`config.mk`:
```
export PLATFORM = sky130hd
export DESIGN_NAME = twsdc_top
export DESIGN_NICKNAME = d
export VERILOG_FILES = /design/src/twsdc_pkg.sv /design/src/twsdc_top.sv
export SDC_FILE = /design/constraint.sdc
export NUM_CORES = 1
export LEC_CHECK = 0
export ABC_AREA = 1
export CAP_MARGIN = 40
export CORE_MARGIN = 5
export CORE_UTILIZATION = 61
export DETAILED_ROUTE_END_ITERATION = 12
export DONT_BUFFER_PORTS = 1
export PLACE_DENSITY = 0.75
export SLEW_MARGIN = 15
export SYNTH_ARGS = -nofsm -noshare
export SYNTH_HDL_FRONTEND = slang
export SYNTH_SLANG_ARGS = --single-unit
```
`constraint.sdc`:
```
create_clock -name clk -period 3.2 [get_ports clk]
set_clock_uncertainty 0.15 [all_clocks]
set_input_delay 0.64 -clock clk [delete_from_list [all_inputs] [get_ports clk]]
set_output_delay 0.64 -clock clk [all_outputs]
set_load 0.03 [all_outputs]
```
`src/twsdc_pkg.sv`:
```
// constants for the three-wire synthesizer divider control block
// assumes a single 50 MHz system clock; all pins are sampled by it
package twsdc_pkg;

  // system clock
  localparam int CLK_FREQ_HZ = 50_000_000;
  localparam int CLK_PERIOD_NS = 1_000_000_000 / CLK_FREQ_HZ;

  // serial word layout: divisor msb first, then the four port bits
  localparam int DIV_W = 15;
  localparam int MODE1_DIV_W = 14;
  localparam int PORT_W = 4;
  localparam int WORD_W = DIV_W + PORT_W;
  localparam int PORT_LSB = 0;
  localparam int DIV_LSB = PORT_W;
  localparam logic [DIV_W-1:0] MODE1_DIV_MASK = 15'h3FFF;

  // fixed prescaler ahead of the programmable divider
  localparam int PRESCALE = 8;
  localparam int PRESC_W = 3;
  localparam logic [PRESC_W-1:0] PRESC_LAST = 3'h7;

  // reference divider from the 4 MHz oscillator
  localparam int OSC_HZ = 4_000_000;
  localparam int REF_W = 10;
  localparam logic [REF_W-1:0] REF_LAST_MODE1 = 10'h1FF; // divide by 512
  localparam logic [REF_W-1:0] REF_LAST_MODE2 = 10'h3FF; // divide by 1024

  // lock detector: pump pulses shorter than the window count as in lock
  localparam int LOCK_WIN_NS = 1000;
  localparam int LOCK_WIN_CYC_I = LOCK_WIN_NS / CLK_PERIOD_NS;
  localparam int WIN_W = 8;
  localparam logic [WIN_W-1:0] LOCK_WIN_CYC = LOCK_WIN_CYC_I[WIN_W-1:0];
  localparam int GOOD_W = 3;
  localparam logic [GOOD_W-1:0] LOCK_GOOD_CNT = 3'h4;

  // synchronised pin vector positions
  localparam int PIN_N = 6;
  localparam int PIN_DATA = 0;
  localparam int PIN_SCLK = 1;
  localparam int PIN_EN = 2;
  localparam int PIN_MODE = 3;
  localparam int PIN_OSC = 4;
  localparam int PIN_RF = 5;

  // register map, byte addresses
  localparam int ADR_W = 4;
  localparam logic [ADR_W-1:0] ADDR_CTRL = 4'h0;
  localparam logic [ADR_W-1:0] ADDR_STATUS = 4'h4;
  localparam logic [ADR_W-1:0] ADDR_IRQ_STAT = 4'h8;
  localparam logic [ADR_W-1:0] ADDR_IRQ_MASK = 4'hC;

  // control register
  localparam int CTRL_PUMP_DIS = 0;
  localparam logic CTRL_RESET = 1'h0;

  // status register fields
  localparam int STAT_DIV_LSB = 0;
  localparam int STAT_PORT_LSB = 16;
  localparam int STAT_MODE_BIT = 20;
  localparam int STAT_LOCK_BIT = 21;

  // interrupt bits
  localparam int IRQ_W = 3;
  localparam int IRQ_LOADED = 0;
  localparam int IRQ_LOCK = 1;
  localparam int IRQ_UNLOCK = 2;
  localparam logic [IRQ_W-1:0] IRQ_RESET = 3'h0;

endpackage : twsdc_pkg

```
`src/twsdc_top.sv`:
```
// three-wire serial loaded divider control with reference divider,
// phase/frequency comparator and lock flag, plus a wishbone register slave
// assumes every pin is asynchronous to clk and far slower than 25 MHz
//
// How it works
// - serial bits shift in only while enable is high
// - serial clock edges are ignored while enable is low
// - holding buffers load only on a falling enable edge
// - one 18 or 19 bit word carries divisor and port bits
// - divisor is 14 or 15 bits wide depending on mode
// - mode high: divisor msb bypassed, compare at 7.8125 kHz
// - mode low: full divisor width, compare at 3.90625 kHz
// - comparison frequencies come from the 4 MHz oscillator input
// - input passes a fixed divide-by-8 before the programmable divider
// - comparator checks phase and frequency and drives the charge pump
// - lock flag pulls low when locked, floats when out of lock
// - four open-collector port outputs follow the four port bits
//
// Local design decisions: register access over Wishbone and the address map.
`timescale 1ns/1ns
module twsdc_top (
  input wire logic clk,
  input wire logic arst_n,
  input wire logic wb_cyc_i,
  input wire logic wb_stb_i,
  input wire logic wb_we_i,
  input wire logic [twsdc_pkg::ADR_W-1:0] wb_adr_i,
  input wire logic [3:0] wb_sel_i,
  input wire logic [31:0] wb_dat_i,
  output logic [31:0] wb_dat_o,
  output logic wb_ack_o,
  input wire logic serData,
  input wire logic serClk,
  input wire logic serEnable,
  input wire logic modeSel,
  input wire logic oscIn,
  input wire logic rfIn,
  output logic [twsdc_pkg::PORT_W-1:0] portOutputLines,
  output logic [twsdc_pkg::PORT_W-1:0] portOeN,
  output logic lockOut,
  output logic lockOeN,
  output logic pumpUp,
  output logic pumpDown,
  output logic dividerOutputFreq,
  output logic irq
);

  logic [twsdc_pkg::PIN_N-1:0] pinRaw;
  logic [twsdc_pkg::PIN_N-1:0] sync1_r;
  logic [twsdc_pkg::PIN_N-1:0] sync2_r;
  logic [twsdc_pkg::PIN_N-1:0] prev_r;
  logic [twsdc_pkg::PIN_N-1:0] rise;
  logic enHigh;
  logic enFall;
  logic mode1;
  logic [twsdc_pkg::WORD_W-1:0] shift_r;
  logic [twsdc_pkg::DIV_W-1:0] divisor_r;
  logic [twsdc_pkg::PORT_W-1:0] ports_r;
  logic loadPulse;
  logic [twsdc_pkg::PRESC_W-1:0] presc_r;
  logic prescPulse;
  logic [twsdc_pkg::DIV_W-1:0] divCnt_r;
  logic [twsdc_pkg::DIV_W-1:0] divEff;
  logic [twsdc_pkg::DIV_W-1:0] divLast;
  logic divPulse;
  logic [twsdc_pkg::REF_W-1:0] refCnt_r;
  logic [twsdc_pkg::REF_W-1:0] refLast;
  logic refPulse;
  logic up_r;
  logic down_r;
  logic [twsdc_pkg::WIN_W-1:0] width_r;
  logic [twsdc_pkg::WIN_W-1:0] widthMax_r;
  logic [twsdc_pkg::GOOD_W-1:0] good_r;
  logic locked_r;
  logic lockedPrev_r;
  logic pumpDis_r;
  logic [twsdc_pkg::IRQ_W-1:0] irqStat_r;
  logic [twsdc_pkg::IRQ_W-1:0] irqMask_r;
  logic [twsdc_pkg::IRQ_W-1:0] irqSet;
  logic wbReq;
  logic wbWrite;
  logic wbRead;
  logic [31:0] rdData;

  assign pinRaw = {rfIn, oscIn, modeSel, serEnable, serClk, serData};

  // two-flop synchronisers; the first stage feeds only the second
  always_ff @(posedge clk or negedge arst_n) begin
    if (!arst_n) begin
      sync1_r <= '0;
      sync2_r <= '0;
    end else begin
      sync1_r <= pinRaw;
      sync2_r <= sync1_r;
    end
  end

  // edge history taken from the settled stage only
  always_ff @(posedge clk or negedge arst_n) begin
    if (!arst_n) begin
      prev_r <= '0;
    end else begin
      prev_r <= sync2_r;
    end
  end

  assign rise = sync2_r & ~prev_r;
  assign enHigh = sync2_r[twsdc_pkg::PIN_EN];
  assign enFall = prev_r[twsdc_pkg::PIN_EN] & ~sync2_r[twsdc_pkg::PIN_EN];
  assign mode1 = sync2_r[twsdc_pkg::PIN_MODE];

  // serial shift register; data and clock share the same sync delay,
  // so the sampled bit is the one that stood at the serial clock edge
  always_ff @(posedge clk or negedge arst_n) begin
    if (!arst_n) begin
      shift_r <= '0;
    end else if (enHigh && rise[twsdc_pkg::PIN_SCLK]) begin
      shift_r <= {shift_r[twsdc_pkg::WORD_W-2:0], sync2_r[twsdc_pkg::PIN_DATA]};
    end
  end

  // holding buffers; extra leading bits simply fall off the top,
  // so only the last 18 or 19 bits of a burst count
  always_ff @(posedge clk or negedge arst_n) begin
    if (!arst_n) begin
      divisor_r <= '0;
      ports_r <= '0;
      loadPulse <= 1'b0;
    end else if (enFall) begin
      ports_r <= shift_r[twsdc_pkg::PORT_LSB +: twsdc_pkg::PORT_W];
      if (mode1) begin
        divisor_r <= {1'b0, shift_r[twsdc_pkg::DIV_LSB +: twsdc_pkg::MODE1_DIV_W]};
      end else begin
        divisor_r <= shift_r[twsdc_pkg::DIV_LSB +: twsdc_pkg::DIV_W];
      end
      loadPulse <= 1'b1;
    end else begin
      loadPulse <= 1'b0;
    end
  end

  always_ff @(posedge clk or negedge arst_n) begin
    if (!arst_n) begin
      presc_r <= '0;
      prescPulse <= 1'b0;
    end else if (rise[twsdc_pkg::PIN_RF]) begin
      presc_r <= presc_r + 1'b1;
      prescPulse <= (presc_r == twsdc_pkg::PRESC_LAST);
    end else begin
      prescPulse <= 1'b0;
    end
  end

  assign divEff = mode1 ? (divisor_r & twsdc_pkg::MODE1_DIV_MASK) : divisor_r;
  // a divisor of zero or one behaves as divide by one
  assign divLast = (divEff == '0) ? '0 : divEff - 1'b1;

  // programmable divider, one output pulse per divEff prescaler pulses
  always_ff @(posedge clk or negedge arst_n) begin
    if (!arst_n) begin
      divCnt_r <= '0;
      divPulse <= 1'b0;
    end else if (prescPulse) begin
      // >= so that a smaller new divisor cannot strand the count
      if (divCnt_r >= divLast) begin
        divCnt_r <= '0;
        divPulse <= 1'b1;
      end else begin
        divCnt_r <= divCnt_r + 1'b1;
        divPulse <= 1'b0;
      end
    end else begin
      divPulse <= 1'b0;
    end
  end

  assign refLast = mode1 ? twsdc_pkg::REF_LAST_MODE1 : twsdc_pkg::REF_LAST_MODE2;

  always_ff @(posedge clk or negedge arst_n) begin
    if (!arst_n) begin
      refCnt_r <= '0;
      refPulse <= 1'b0;
    end else if (rise[twsdc_pkg::PIN_OSC]) begin
      if (refCnt_r >= refLast) begin
        refCnt_r <= '0;
        refPulse <= 1'b1;
      end else begin
        refCnt_r <= refCnt_r + 1'b1;
        refPulse <= 1'b0;
      end
    end else begin
      refPulse <= 1'b0;
    end
  end

  // phase frequency detector
  // classic two-flop detector: the leading edge raises its side, the
  // lagging edge clears both, so frequency error keeps one side high
  always_ff @(posedge clk or negedge arst_n) begin
    if (!arst_n) begin
      up_r <= 1'b0;
      down_r <= 1'b0;
    end else if ((up_r || refPulse) && (down_r || divPulse)) begin
      up_r <= 1'b0;
      down_r <= 1'b0;
    end else begin
      up_r <= up_r | refPulse;
      down_r <= down_r | divPulse;
    end
  end

  always_ff @(posedge clk or negedge arst_n) begin
    if (!arst_n) begin
      pumpUp <= 1'b0;
      pumpDown <= 1'b0;
      dividerOutputFreq <= 1'b0;
    end else begin
      pumpUp <= up_r & ~pumpDis_r;
      pumpDown <= down_r & ~pumpDis_r;
      dividerOutputFreq <= divPulse;
    end
  end

  // widest pump pulse in each reference period; saturates at the top
  always_ff @(posedge clk or negedge arst_n) begin
    if (!arst_n) begin
      width_r <= '0;
      widthMax_r <= '0;
    end else begin
      if (up_r || down_r) begin
        width_r <= (width_r == '1) ? width_r : width_r + 1'b1;
      end else begin
        width_r <= '0;
      end
      if (refPulse) begin
        widthMax_r <= '0;
      end else if (width_r > widthMax_r) begin
        widthMax_r <= width_r;
      end
    end
  end

  // lock after consecutive narrow periods
  // a single wide period drops lock at once, so the flag is slow to
  // rise and quick to fall
  always_ff @(posedge clk or negedge arst_n) begin
    if (!arst_n) begin
      good_r <= '0;
      locked_r <= 1'b0;
      lockedPrev_r <= 1'b0;
    end else begin
      lockedPrev_r <= locked_r;
      if (refPulse) begin
        if (widthMax_r < twsdc_pkg::LOCK_WIN_CYC && !(up_r && width_r >= widthMax_r
            && width_r >= twsdc_pkg::LOCK_WIN_CYC)) begin
          if (good_r != twsdc_pkg::LOCK_GOOD_CNT) begin
            good_r <= good_r + 1'b1;
          end
          locked_r <= (good_r >= twsdc_pkg::LOCK_GOOD_CNT - 1'b1);
        end else begin
          good_r <= '0;
          locked_r <= 1'b0;
        end
      end
    end
  end

  assign lockOut = 1'b0;
  assign lockOeN = ~locked_r;

  // open collector ports
  // a set port bit sinks current; a clear one floats
  assign portOutputLines = '0;
  assign portOeN = ~ports_r;

  // wishbone classic slave: ack one cycle after the strobe, then drop
  assign wbReq = wb_cyc_i & wb_stb_i & ~wb_ack_o;
  assign wbWrite = wbReq & wb_we_i;
  assign wbRead = wbReq & ~wb_we_i;

  // read mux; unmapped addresses read zero
  always_comb begin
    rdData = '0;
    unique case (wb_adr_i)
      twsdc_pkg::ADDR_CTRL: rdData[twsdc_pkg::CTRL_PUMP_DIS] = pumpDis_r;
      twsdc_pkg::ADDR_STATUS: begin
        rdData[twsdc_pkg::STAT_DIV_LSB +: twsdc_pkg::DIV_W] = divisor_r;
        rdData[twsdc_pkg::STAT_PORT_LSB +: twsdc_pkg::PORT_W] = ports_r;
        rdData[twsdc_pkg::STAT_MODE_BIT] = mode1;
        rdData[twsdc_pkg::STAT_LOCK_BIT] = locked_r;
      end
      twsdc_pkg::ADDR_IRQ_STAT: rdData[twsdc_pkg::IRQ_W-1:0] = irqStat_r;
      twsdc_pkg::ADDR_IRQ_MASK: rdData[twsdc_pkg::IRQ_W-1:0] = irqMask_r;
      default: rdData = '0;
    endcase
  end

  // bus answer and read data
  always_ff @(posedge clk or negedge arst_n) begin
    if (!arst_n) begin
      wb_ack_o <= 1'b0;
      wb_dat_o <= '0;
    end else begin
      wb_ack_o <= wbReq;
      if (wbRead) begin
        wb_dat_o <= rdData;
      end
    end
  end

  // writable control and mask; only byte lane 0 carries bits
  always_ff @(posedge clk or negedge arst_n) begin
    if (!arst_n) begin
      pumpDis_r <= twsdc_pkg::CTRL_RESET;
      irqMask_r <= twsdc_pkg::IRQ_RESET;
    end else if (wbWrite && wb_sel_i[0]) begin
      if (wb_adr_i == twsdc_pkg::ADDR_CTRL) begin
        pumpDis_r <= wb_dat_i[twsdc_pkg::CTRL_PUMP_DIS];
      end
      if (wb_adr_i == twsdc_pkg::ADDR_IRQ_MASK) begin
        irqMask_r <= wb_dat_i[twsdc_pkg::IRQ_W-1:0];
      end
    end
  end

  // sticky events: word loaded, lock gained, lock lost
  always_comb begin
    irqSet = '0;
    irqSet[twsdc_pkg::IRQ_LOADED] = loadPulse;
    irqSet[twsdc_pkg::IRQ_LOCK] = locked_r & ~lockedPrev_r;
    irqSet[twsdc_pkg::IRQ_UNLOCK] = ~locked_r & lockedPrev_r;
  end

  // read clears the status; an event in the same cycle survives the clear
  always_ff @(posedge clk or negedge arst_n) begin
    if (!arst_n) begin
      irqStat_r <= twsdc_pkg::IRQ_RESET;
    end else if (wbRead && wb_adr_i == twsdc_pkg::ADDR_IRQ_STAT) begin
      irqStat_r <= irqSet;
    end else begin
      irqStat_r <= irqStat_r | irqSet;
    end
  end

  // level interrupt while any unmasked bit stands
  always_ff @(posedge clk or negedge arst_n) begin
    if (!arst_n) begin
      irq <= 1'b0;
    end else begin
      irq <= |(irqStat_r & irqMask_r);
    end
  end

endmodule : twsdc_top

```
# Word level (Yosys, flattened, before mapping)
# Cells that the tools add are included.
# totals
reg_bits,144
input_bits,51
output_inout_bits,47
wordCells,116
# classes
add_sub_neg,6
magnitude_cmp,7
eq_ne,8
muxes,26
bitwise_logic,22
n_reduce_logical,18
# ops
operator,count
2-to-1 mux 15 bit,4
2-to-1 mux 8 bit,4
2-to-1 mux 10 bit,2
"adder 15 x 1 -> 15 bit, second input constant",1
>= comparator 15 bit,1
zero test 15 bit,1
"subtractor 15 x 1 -> 15 bit, second input constant",1
2-to-1 mux 12 bit,1
"adder 10 x 1 -> 10 bit, second input constant",1
>= comparator 10 bit,1
bitwise AND 1 bit,9
2-to-1 mux 1 bit,9
2-to-1 mux 3 bit,3
"adder 8 x 1 -> 8 bit, second input constant",1
"== test 4 bit, second input constant",2
"== test 8 bit, second input constant",1
">= comparator 8 x 6 -> 1 bit, second input constant",1
>= comparator 8 bit,1
> comparator 8 bit,1
"less-than comparator 8 x 6 -> 1 bit, second input constant",1
logical AND 1 bit,7
"adder 3 x 1 -> 3 bit, second input constant",2
bitwise AND 6 bit,1
2-to-1 mux 6 bit,1
other kinds (20),30

# Longest topological paths before layout
# Gate-level depths: netlist of run 1.
# logic_depth
depth_word,7
mapped_depth,19
mapped_depth_nobuf,17

# Worst setup path after synthesis of run 1
# Ideal clock, no wire load.
# synth_path
path_type,reg2reg
start,register divisor_r[0] (netlist bit)
end,register divPulse
setup_ps,114
t_arrival_ps,2452
required_ps,2936
slack_ps,484
stages_incl_launch_ff,17
n_path_buf,1
synth_period_minus_slack_ps,2716
path_cell_list,dfrtp_1 inv_1 ha_1 nand2_1 nor2_2 nand3_2 nor4_4 xor2_1 nand2_1 ha_1 a21oi_1 o21ai_0 a21oi_1 nand3_2 buf_2 nand2_1 inv_1
# synth_between
elab_chain_cells,6
word_cells_on_any_way,7
classes_between,add/sub: 1; order compare: 1; mux: 4; reduce/logical: 1
# synth_rtl
item,line,source
start: declaration,twsdc_top.sv:57,logic [twsdc_pkg::DIV_W-1:0] divisor_r;
start signal: assignment,twsdc_top.sv:132,"divisor_r <= {1'b0, shift_r[twsdc_pkg::DIV_LSB +: twsdc_pkg::MODE1_DIV_W]};"
start signal: assignment,twsdc_top.sv:134,divisor_r <= shift_r[twsdc_pkg::DIV_LSB +: twsdc_pkg::DIV_W];
2-to-1 mux 15 bit (*),twsdc_top.sv:154,assign divEff = mode1 ? (divisor_r & twsdc_pkg::MODE1_DIV_MASK) : divisor_r;
subtractor 15 x 1 -> 15 bit / zero test 15 bit (equally long branches),twsdc_top.sv:156,assign divLast = (divEff == '0) ? '0 : divEff - 1'b1;
2-to-1 mux 15 bit (*),twsdc_top.sv:156,
>= comparator 15 bit (*),twsdc_top.sv:165,if (divCnt_r >= divLast) begin
2-to-1 mux 1 bit (*),twsdc_top.sv:165,
2-to-1 mux 1 bit (*),twsdc_top.sv:163,end else if (prescPulse) begin
end signal: assignment,twsdc_top.sv:162,divPulse <= 1'b0;
end signal: assignment,twsdc_top.sv:167,divPulse <= 1'b1;
end signal: assignment,twsdc_top.sv:170,divPulse <= 1'b0;
end: declaration,twsdc_top.sv:65,logic divPulse;
# Mark *: on every way between the ends. The rest lies on a longest branch, timed or not.
# A chain may end at the register's enable or synchronous reset.

# Worst setup path in the final report of run 1
# layout_path
start,register divisor_r[1] (netlist bit)
end,register divCnt_r[9] (netlist bit)
# layout_between
elab_chain_cells,5
word_cells_on_any_way,6
classes_between,add/sub: 1; order compare: 1; mux: 3; reduce/logical: 1
# layout_rtl
item,line,source
2-to-1 mux 15 bit (*),twsdc_top.sv:154,
subtractor 15 x 1 -> 15 bit / zero test 15 bit (equally long branches),twsdc_top.sv:156,
2-to-1 mux 15 bit (*),twsdc_top.sv:156,
>= comparator 15 bit (*),twsdc_top.sv:165,
2-to-1 mux 15 bit (*),twsdc_top.sv:165,
end signal: assignment,twsdc_top.sv:169,divCnt_r <= divCnt_r + 1'b1;
end: declaration,twsdc_top.sv:62,logic [twsdc_pkg::DIV_W-1:0] divCnt_r;
# Marks and branches as above.

==> results of run 1 <==
metal layers:
layer	wire [um]	global-route usage, %	vias up
met3	701	6.684	23
met4	206	8.121	0
met5	0	0	-
met1	5907	26.65	2458
met2	7057	37.25	110
li1	-	-	2476
power breakdown:
group	switching (W)	leakage (nW)	internal [W]
clock	0.000827	0.271	0.00109
sequential	0.000216	1.84	0.00200
combinational	0.000461	1.55	0.000271
sequential cells by signal (all words and copies together) (netlist names), 4 cells and up:
signal      cells
wb_dat_o       21
divCnt_r       15
prev_r          4
sync1_r         6
widthMax_r      8
refCnt_r       10
divisor_r      15
sync2_r         6
width_r         8
shift_r        19
ports_r         4
area by class of cell:
type                            instances  area [um^2]  share of cell area [%]
Sequential cell                       142         3553                   46.50
Multi-Input combinational cell        502         2934                   38.39
Clock buffer                           17        425.4                   5.566
Inverter                               95        356.6                   4.666
Tap cell                              140        175.2                   2.292
Clock inverter                         15        152.6                   1.997
Timing Repair Buffer                    6        45.04                  0.5894
cells by family (layout without fill, tap and decap cells):
family,after synthesis,in the layout
adder cells (fa/ha/maj),34,34
XOR/XNOR,18,18
AND/OR/NAND/NOR,276,278
multiplexers,6,6
flip-flops,142,142
other,1,16
AO/OA/AOI/OAI,150,150
buffers and inverters,130,133
timing repair:
action | in CTS | in global routing
cloned | 0 | 2
pin swaps | 0 | 6
gates resized for setup | 1 | 23
setup endpoints to repair | 2 | 16
hold endpoints to repair | 142 | 142
buffers inserted | 0 | 1
Yosys cell counts (all sizes together) (2+ instances only):
cell | number | area share, %
inv | 94 | 5.1
buf | 23 | 2.4
mux2 | 6 | 0.99
nor3 | 12 | 1.0
a21o | 2 | 0.22
xor2 | 13 | 1.7
nand3b | 2 | 0.22
o211ai | 3 | 0.33
ha | 34 | 6.2
a21oi | 40 | 3.0
nand4 | 13 | 1.3
xnor2 | 5 | 0.64
dfrtp | 142 | 52
o21ai | 95 | 6.9
a211oi | 3 | 0.33
clkbuf | 12 | 0.66
nand2 | 131 | 7.3
nand3 | 46 | 3.8
nor2 | 66 | 4.5
nor3b | 3 | 0.33
through the flow:
stage                     utilization (%)  power, W
after floorplan                         -  0.002759
after global placement              63.31  0.002864
after detailed placement            63.31  0.002921
after CTS                           68.66  0.004853
after global routing                69.89  0.005134
final                               69.89  0.004870
worst register-to-register path, stage by stage, from the launching register on:
cell and delay, ns:
dfrtp_1 0.39, inv_2 0.09, ha_2 0.20, nand2_2 0.08, nor2_4 0.14, nand3_4 0.11, nor4_4 0.36, xor2_1 0.19
nand2_1 0.11, ha_4 0.23, a21oi_1 0.11, o21ai_0 0.11, a21oi_2 0.29, nand3_4 0.18, a21oi_1 0.20
final timing paths:
path	from	to	slack (ns)
worst max-delay path	divisor_r[1]	divCnt_r[9]	0.16
worst min-delay path	arst_n	width_r[3]	-0.25
worst max register to register	divisor_r[1]	divCnt_r[9]	0.16
worst min register to register	sync1_r[3]	sync2_r[3]	0.20
max in group asynchronous	arst_n	prev_r[2]	2.99
min in group clk	rfIn	sync1_r[5]	0.08
==> results.md, run 1 <==
- Global-route wire length before repair: 23260 um
- Hold slack final: -0.2522 ns
- Critical Path Stages: 14
- WS Path Type: reg2reg
- # rows: 38
- Per-cell routed wire length: 15.13 um
- Setup TNS: 0 ns
- Mux contribution to synthesized area: 0.9852%
- Worst endpoint required time: 3.40 ns
- Via count: 5067
- # DRC: 0
- YS warnings: 0
- Most common cell after layout, fill and taps aside: dfrtp_1
- Final non-filler cell total: 917
- Largest family of logic cells by synthesized area: simple AND/OR/NAND/NOR gates
- CTS Sinks: 142
- Worst hold path class: in2async
- Core Area: 10940 um^2
- Antenna fix cells: 0
- Cell count after synthesis: 757
- Wirelength, routed: 13870 um
- Vias in the first global route: 5073
- Power Dens Cells: 637.2 nW/um^2
- Starting Density: 62.71%
- Root buffer cell: clkbuf_16
- Final setup fails: 0
- CP bufs+invs: 1
- Post-detailed-placement half-perimeter wirelength: 9410 um
- Final Worst Setup Slack: 0.1622 ns
- Status: complete, but fails checks
- Sequence of cells on the critical path: inv_2 -> ha_2 -> nand2_2 -> nor2_4 -> nand3_4 -> nor4_4 -> xor2_1 -> nand2_1 -> ha_4 -> a21oi_1 -> o21ai_0 -> a21oi_2 -> nand3_4 -> a21oi_1
- Largest net degree at the start of global routing: 143
- Global route overflow: 0
- Sequential share of the synthesized area: 51.82%
- Family with the most delay on the worst path: simple AND/OR/NAND/NOR gates
- CTS Buf Count: 17
- CP Data Arrival Time: 3.24 ns
- CP max-delay cell: dfrtp_1
- Chip width: 116.0 um
- Hold Fails Final Rpt: 142
- Fin. max-slew vios: 0
- Synthesized cell area: 6858 um^2
- Avg Cell Area, Syn: 9.059 um^2
- Die Height: 116.0 um
- Routed Antenna Nets: 0
- CTS clock-pin slew for the worst setup and hold paths: 0.06 ns
- Global Route Usage Sum: 22.00%
- Synth Area in Simple Gates: 18.83%
- CTS HTree Levels: 4
- Fraction of the mapped netlist area in compound gates: 11.60%
- I/O pin cnt: 98
- Fmax achieved: 0.3292 GHz
- Synth cell types: 45
- Fraction of layout cells with a size suffix above 1: 12.23%
- Pleak: 3.657 nW
- Max clock buf depth: 2
- CP startpoint kind: flip-flop
- Routability cong.: 0.8179
- # fillers: 841
- Dpl ws: -0.001773 ns
- Tightest Pin Transition: 0.6078 ns
- # placed instances: 882
- Max Cap Viol: 0
- Async SR Flop Fraction: 100.0%
- Initial antenna violation count: 0
- Vias per inst: 5.526
- Most frequent cells in the layout: dfrtp_1 (142), nand2_1 (127), inv_1 (88)
- Layout area overhead: 11.44%
- Critical Path Max Stage Delay: 0.39 ns
- Max-slew headroom: 59.38%
- CTS tree: built
- Post-layout min period: 3.038 ns
- Adder-cell share of the synthesized area: 6.203%
- Post-Place Cell Area: 6923 um^2
- Die area: 13460 um^2
- Critical path fanouts, max: 8
- Design Area, Final: 7642 um^2
- Failing checks: negative hold slack
- Worst VDD drop: 0.5567 mV
- Detailed Routing Iterations Pass 1: 5
- Initial DRC Count: 399
- Synth Flop Type: dfrtp_1
- Buffers added on ports: 0
- Xor and xnor area share after synthesis: 2.299%
- Number of flops mapped to enable cells by yosys: 0
- Clk_lat worst skew: 0.44 ns
- Flops & latches, synth: 142
- Period utilization: 94.93%
- R2R depth: 14
- Nets: 849
- Worst setup EP type: flip-flop
No activity file was read; power rests on OpenSTA's default activity.
==> run 2: changes to the inputs <==
--- a/config.mk
+++ b/config.mk
@@ -7,11 +7,13 @@
 export LEC_CHECK = 0
 export ABC_AREA = 1
 export CAP_MARGIN = 40
+export CELL_PAD_IN_SITES_DETAIL_PLACEMENT = 0
+export CELL_PAD_IN_SITES_GLOBAL_PLACEMENT = 1
 export CORE_MARGIN = 5
-export CORE_UTILIZATION = 61
+export CORE_UTILIZATION = 48
 export DETAILED_ROUTE_END_ITERATION = 12
 export DONT_BUFFER_PORTS = 1
-export PLACE_DENSITY = 0.75
+export PLACE_DENSITY = 0.77
 export SLEW_MARGIN = 15
 export SYNTH_ARGS = -nofsm -noshare
 export SYNTH_HDL_FRONTEND = slang
==> run 2 against run 1 <==
The flow still finishes with violations (negative hold slack). Core utilization fell by 16 points. Sequential power hardly changed. Critical path depth increased by 1. Combinational power fell by 7.5%. Wire length shrank 2.9%. Sequential share of layout area rose by 0.46 points. Die area up 25%. Design area shrank 0.98%. Sequential cell count did not move. Via count shrank 3.2%. Highest routed layer unchanged. Clock-buffer cell count grew 2.
==> results.md, run 2 (synthesis gave the netlist of run 1 again) <==
- Crit Reg-Reg Startpoint: divisor_r[0]
- Vias in the first global route: 4869 (-4.0%)
- CP startpoint kind: flip-flop
- # DRC: 0 (unchanged)
- CP Data Arrival Time: 3.09 ns (-0.15 ns)
- Via count: 4903 (-3.2%)
- Max-slew headroom: 59.14% (-0.24 points)
- Nets: 848 (-0.12%)
- Crit path to: divCnt_r[1]
- Root buffer cell: clkbuf_16
- CTS Buf Count: 17 (unchanged)
- Tightest Pin Transition: 0.6114 ns (+0.003623 ns)
- Worst endpoint required time: 3.39 ns (about the same)
- Per-cell routed wire length: 14.10 um (-6.8%)
- Biggest regs: wb_dat_o x21, shift_r x19
- Wirelength, routed: 13480 um (-2.9%)
- Routed Antenna Nets: 0 (unchanged)
- Largest net degree at the start of global routing: 143 (unchanged)
- I/O pin cnt: 98 (unchanged)
- Status: complete, but fails checks
- Critical path fanouts, max: 16 (+8)
- Initial DRC Count: 194 (-51%)
- Post-layout min period: 2.904 ns (-0.1336 ns)
- CTS clock-pin slew for the worst setup and hold paths: 0.06 ns (about the same)
- Worst Setup SP: divisor_r[0]
- Worst R2R End: divCnt_r[1]
- Max Cap Viol: 0 (unchanged)
- Detailed Routing Iterations Pass 1: 4 (-1)
- Reg2reg setup slack: 0.30 ns (+0.13 ns)
- Final Util: 54.31% (-16 points)
- Setup Buffers After CTS: 0 (unchanged)
- Setup TNS: 0 ns (unchanged)
- Initial antenna violation count: 0 (unchanged)
- CTS Sinks: 142 (unchanged)
- Max clock buf depth: 2 (unchanged)
- Post-detailed-placement half-perimeter wirelength: 9562 um (+1.6%)
- Final setup fails: 0 (unchanged)
- Die Height: 129.5 um (+12%)
- Fin. max-slew vios: 0 (unchanged)
- Hold slack final: -0.2345 ns (+0.01767 ns)
- # rows: 43 (+13%)
- Most common cell after layout, fill and taps aside: dfrtp_1
- CTS HTree Levels: 4 (unchanged)
- Dpl ws: 0.2254 ns (+0.2272 ns)
- Vias per inst: 5.129 (-7.2%)
- Power Dens Cells: 627.2 nW/um^2 (-1.6%)
- Chip width: 129.5 um (+12%)
- Clk_lat worst skew: 0.42 ns (-0.02 ns)
- Final non-filler cell total: 956 (+4.3%)
- # placed instances: 924 (+4.8%)
- Period utilization: 90.75% (-4.2 points)
- Final Worst Setup Slack: 0.2959 ns (+0.1336 ns)
- Worst hold path class: in2async
- R2R depth: 15 (+1)
- Global route overflow: 0 (unchanged)
- Die area: 16780 um^2 (+25%)
- # fillers: 1292 (+54%)
- Global Route Usage Sum: 17.50% (-4.5 points)
- Global-route wire length before repair: 23120 um (-0.62%)
- Starting Density: 49.21% (-13 points)
- Buffers added on ports: 0 (unchanged)
- Pleak: 3.648 nW (-0.26%)
- Worst setup EP type: flip-flop
- Unrepaired setup endpoints after global routing: no
- Antenna fix cells: 0 (unchanged)
- Layout area overhead: 10.34%
- WS Path Type: reg2reg
- Top reg by flops: wb_dat_o
- Fmax achieved: 0.3443 GHz (+4.6%)
- Most frequent cells in the layout: dfrtp_1 (142), nand2_1 (128), inv_1 (89)
- Core Area: 13930 um^2 (+27%)
- CTS tree: built
- Fraction of layout cells with a size suffix above 1: 10.05% (-2.2 points)
- Hold Fails Final Rpt: 142 (unchanged)
- Routability cong.: 0.8377 (+2.4%)
- Worst VDD drop: 0.4302 mV (-23%)
- Max FFs per register: 21 (unchanged)
- Failing checks: negative hold slack
run 2: layout make-up:
cell class | instances | area, um^2 | area share, %
clock buffer | 19 | 442.9 | 5.853
tap | 180 | 225.2 | 2.976
clock inverter | 13 | 115.1 | 1.521
sequential | 142 | 3553 | 46.96
timing repair buffer | 7 | 65.06 | 0.8598
inverter | 95 | 356.6 | 4.712
multi-input combinational | 500 | 2809 | 37.12
run 2: critical path: stages, from the launching register on:
cell,delay (ns)
dfrtp_1,0.39
inv_1,0.09
ha_1,0.18
nand2_1,0.09
nor2_2,0.12
nand3_2,0.14
nor4_4,0.28
xor2_1,0.17
nand2_1,0.08
ha_1,0.32
a21oi_1,0.12
o21ai_0,0.10
a21oi_1,0.16
nand3_2,0.12
buf_12,0.16
o21ai_0,0.14
run 2: worst min-delay path by stage:
| stage | from | slack [ns] | cells after the start | end |
|---|---|---|---|---|
| after floorplan | sync1_r[0] | 0.18 | 0 | sync2_r[0] |
| after CTS | arst_n | -0.25 | 0 | widthMax_r[2] |
| final | arst_n | -0.23 | 0 | widthMax_r[2] |
| after detailed placement | sync1_r[4] | 0.19 | 0 | sync2_r[4] |
| after global routing | arst_n | -0.26 | 0 | widthMax_r[2] |
| after global placement | sync1_r[3] | 0.18 | 0 | sync2_r[3] |
run 2: timing repair:
action	4_1_cts	5_1_grt
endpoints found under the setup margin	0	16
endpoints found under the hold margin	142	142
gates resized for setup	0	1
run 2: report_power, final:
group	switching (W)	internal [W]	total, W
combinational	0.000423	0.000254	0.000677
sequential	0.000207	0.00200	0.00221
clock	0.000769	0.00109	0.00186
total	0.00140	0.00335	0.00475
run 2: metrics by stage:
| step | cell area, um^2 | hold WS [ns] | total power, W |
|---|---|---|---|
| 6_report | 7567 | -0.2345 | 0.004746 |
| 5_1_grt | 7567 | -0.2577 | 0.005020 |
| 4_1_cts | 7559 | -0.2549 | 0.004804 |
| 3_5_place_dp | 7000 | 0.1894 | 0.002925 |
| 3_3_place_gp | 7000 | 0.1826 | 0.002888 |
| 2_1_floorplan | 6914 | 0.1812 | 0.002759 |
run 2: layer usage:
layer / wire length, um / part of all wire, % / GRT usage, % / up-vias
li1: - / - / - / 2472
met5: 0 / 0 / 0 / -
met2: 6549 / 49 / 28.66 / 90
met3: 588 / 4.4 / 4.328 / 22
met4: 255 / 1.9 / 7.090 / 0
met1: 6083 / 45 / 22.39 / 2319
==> run 3: changes to the inputs <==
--- a/config.mk
+++ b/config.mk
@@ -14,6 +14,7 @@
 export DETAILED_ROUTE_END_ITERATION = 12
 export DONT_BUFFER_PORTS = 1
 export PLACE_DENSITY = 0.77
+export REMOVE_ABC_BUFFERS = 1
 export SLEW_MARGIN = 15
 export SYNTH_ARGS = -nofsm -noshare
 export SYNTH_HDL_FRONTEND = slang
==> run 3 against run 2 <==
The flow still finishes with violations (negative hold slack). Sequential power about the same. Critical endpoint unchanged. Cell count unchanged. Maximum frequency down 2.8%. Largest cell class unchanged. Via count up 1.7%. Sequential cell count unchanged.
==> results.md, run 3 (synthesis gave the netlist of run 1 again) <==
- Max clock buf depth: 2 (unchanged)
- Final setup fails: 0 (unchanged)
- Most frequent cells in the layout: dfrtp_1 (142), nand2_1 (128), inv_1 (88)
- Most common cell after layout, fill and taps aside: dfrtp_1
- CP startpoint kind: flip-flop
- Sw Pwr: 0.001407 W (+0.59%)
- Setup TNS: 0 ns (unchanged)
- Die Height: 129.5 um (unchanged)
- Global Route Usage Sum: 17.76% (+0.27 points)
- Post-layout min period: 2.988 ns (+0.08383 ns)
- # DRC: 0 (unchanged)
- Vias per inst: 5.218 (+1.7%)
- Detailed Routing Iterations Pass 1: 4 (unchanged)
- CTS clock-pin slew for the worst setup and hold paths: 0.06 ns (about the same)
- CTS Buf Count: 17 (unchanged)
- Chip width: 129.5 um (unchanged)
- Routed Antenna Nets: 0 (unchanged)
- Biggest regs: wb_dat_o x21, shift_r x19
- CP max-delay cell: dfrtp_1
- Fmax achieved: 0.3347 GHz (-2.8%)
- Core Area: 13930 um^2 (unchanged)
- CP bufs+invs: 2 (unchanged)
- Max-slew headroom: 61.88% (+2.7 points)
- Failing checks: negative hold slack
- Worst hold path class: in2async
- Routability cong.: 0.8609 (+2.8%)
- Root buffer cell: clkbuf_16
- # rows: 43 (unchanged)
- Global route overflow: 0 (unchanged)
- Critical Path Max Stage Delay: 0.39 ns (about the same)
- Fraction of layout cells with a size suffix above 1: 10.57% (+0.52 points)
- Worst VDD drop: 0.3922 mV (-8.8%)
- Buffers added on ports: 0 (unchanged)
- Top reg by flops: wb_dat_o
- I/O pin cnt: 98 (unchanged)
- WS Path Type: reg2reg
- Tightest Pin Transition: 0.5704 ns (-0.04102 ns)
- Reg power frac: 46.7% (about the same)
- Hold Fails Final Rpt: 142 (unchanged)
- Largest net degree at the start of global routing: 143 (unchanged)
- CTS HTree Levels: 4 (unchanged)
- Sequence of cells on the critical path: inv_2 -> ha_2 -> nand2_1 -> nor2_2 -> nand3_2 -> nor4_4 -> xor2_1 -> nand2_1 -> ha_1 -> a21oi_1 -> o21ai_0 -> a21oi_1 -> nand3_2 -> buf_12 -> o21ai_0
- Die area: 16780 um^2 (unchanged)
- Unrepaired setup endpoints after global routing: no
- Final Util: 54.40% (+0.090 points)
- Fin. max-slew vios: 0 (unchanged)
- Max Cap Viol: 0 (unchanged)
- Clock power frac: 38.9% (-0.3 points)
- Pleak: 3.640 nW (-0.21%)
- Power Dens Cells: 624.9 nW/um^2 (-0.37%)
- Initial DRC Count: 276 (+42%)
- Layout area overhead: 10.53%
- Critical path fanouts, max: 16 (unchanged)
- Starting Density: 49.21% (unchanged)
- Status: complete, but fails checks
- Family with the most delay on the worst path: simple AND/OR/NAND/NOR gates
- Max FFs per register: 21 (unchanged)
- Initial antenna violation count: 0 (unchanged)
- Setup Buffers After CTS: 0 (unchanged)
- Hold slack final: -0.2256 ns (+0.008965 ns)
- Switch share: 29.71% (+0.23 points)
- CP Data Arrival Time: 3.17 ns (+0.08 ns)
- Clk_lat worst skew: 0.42 ns (about the same)
- Antenna fix cells: 0 (unchanged)
- Worst endpoint required time: 3.38 ns (about the same)
- CTS Sinks: 142 (unchanged)
- Via count: 4988 (+1.7%)
- Post-detailed-placement half-perimeter wirelength: 9787 um (+2.4%)
- Worst setup EP type: flip-flop
- Reg2reg setup slack: 0.21 ns (-0.08 ns)
- Per-cell routed wire length: 14.41 um (+2.2%)
- CTS tree: built
- Wirelength, routed: 13780 um (+2.2%)
- Global-route wire length before repair: 23750 um (+2.7%)
- Vias in the first global route: 4921 (+1.1%)
- Period utilization: 93.37% (+2.6 points)
- Nets: 848 (unchanged)
- Combinational share of power: 14.4% (about the same)
- P_int: 0.003329 W (-0.54%)
## run 3: worst paths after layout
path / from / cells after the start / endpoint
max in group asynchronous: arst_n / 0 / refCnt_r[9]
setup / recovery: divisor_r[1] / 15 / divCnt_r[1]
hold / removal: arst_n / 0 / divCnt_r[13]
min in group clk: serClk / 0 / sync1_r[1]
setup reg to reg: divisor_r[1] / 15 / divCnt_r[1]
hold reg to reg: sync1_r[0] / 0 / sync2_r[0]
## run 3: cell type report
class | instances | area, um^2
clock inverters | 13 | 113.9
repair buffers | 7 | 65.06
multi-input cells | 500 | 2833
inverters | 95 | 356.6
fillers | 1286 | 6355
flip-flops and latches | 142 | 3553
clock buffers | 19 | 432.9
well taps | 180 | 225.2
## run 3: what timing repair did
item                                    CTS  global route
hold endpoints to repair                142           142
endpoints found under the setup margin    0            16
gates resized for setup                   0             6
## run 3: power by group through the flow
stage	sequential, W	combinational (W)	clock [W]
2_1_floorplan	0.00220	0.000537	0
3_3_place_gp	0.00223	0.000648	0
3_5_place_dp	0.00224	0.000676	0
4_1_cts	0.00221	0.000682	0.00189
5_1_grt	0.00224	0.000795	0.00197
6_report	0.00221	0.000681	0.00184
## run 3: through the flow
stage          hold WS [ns]  cell area, um^2  total power [W]  setup WS [ns]  cells
2_1_floorplan        0.1812             6708         0.002735         0.4896    737
3_3_place_gp         0.1825             7000         0.002883         0.2617    924
3_5_place_dp         0.1862             7000         0.002920         0.1781    924
4_1_cts             -0.2463             7547         0.004782         0.1502    956
5_1_grt             -0.2542             7580         0.005010        0.01162    956
6_report            -0.2256             7580         0.004736         0.2120    956
## run 3: routing by layer
| layer | up-vias | share of wire (%) | global-route usage, % |
|---|---|---|---|
| li1 | 2466 | - | - |
| met1 | 2425 | 46 | 23.42 |
| met2 | 82 | 48 | 28.69 |
| met3 | 15 | 4.9 | 4.575 |
| met4 | 0 | 1.5 | 6.112 |
| met5 | - | 0 | 0 |
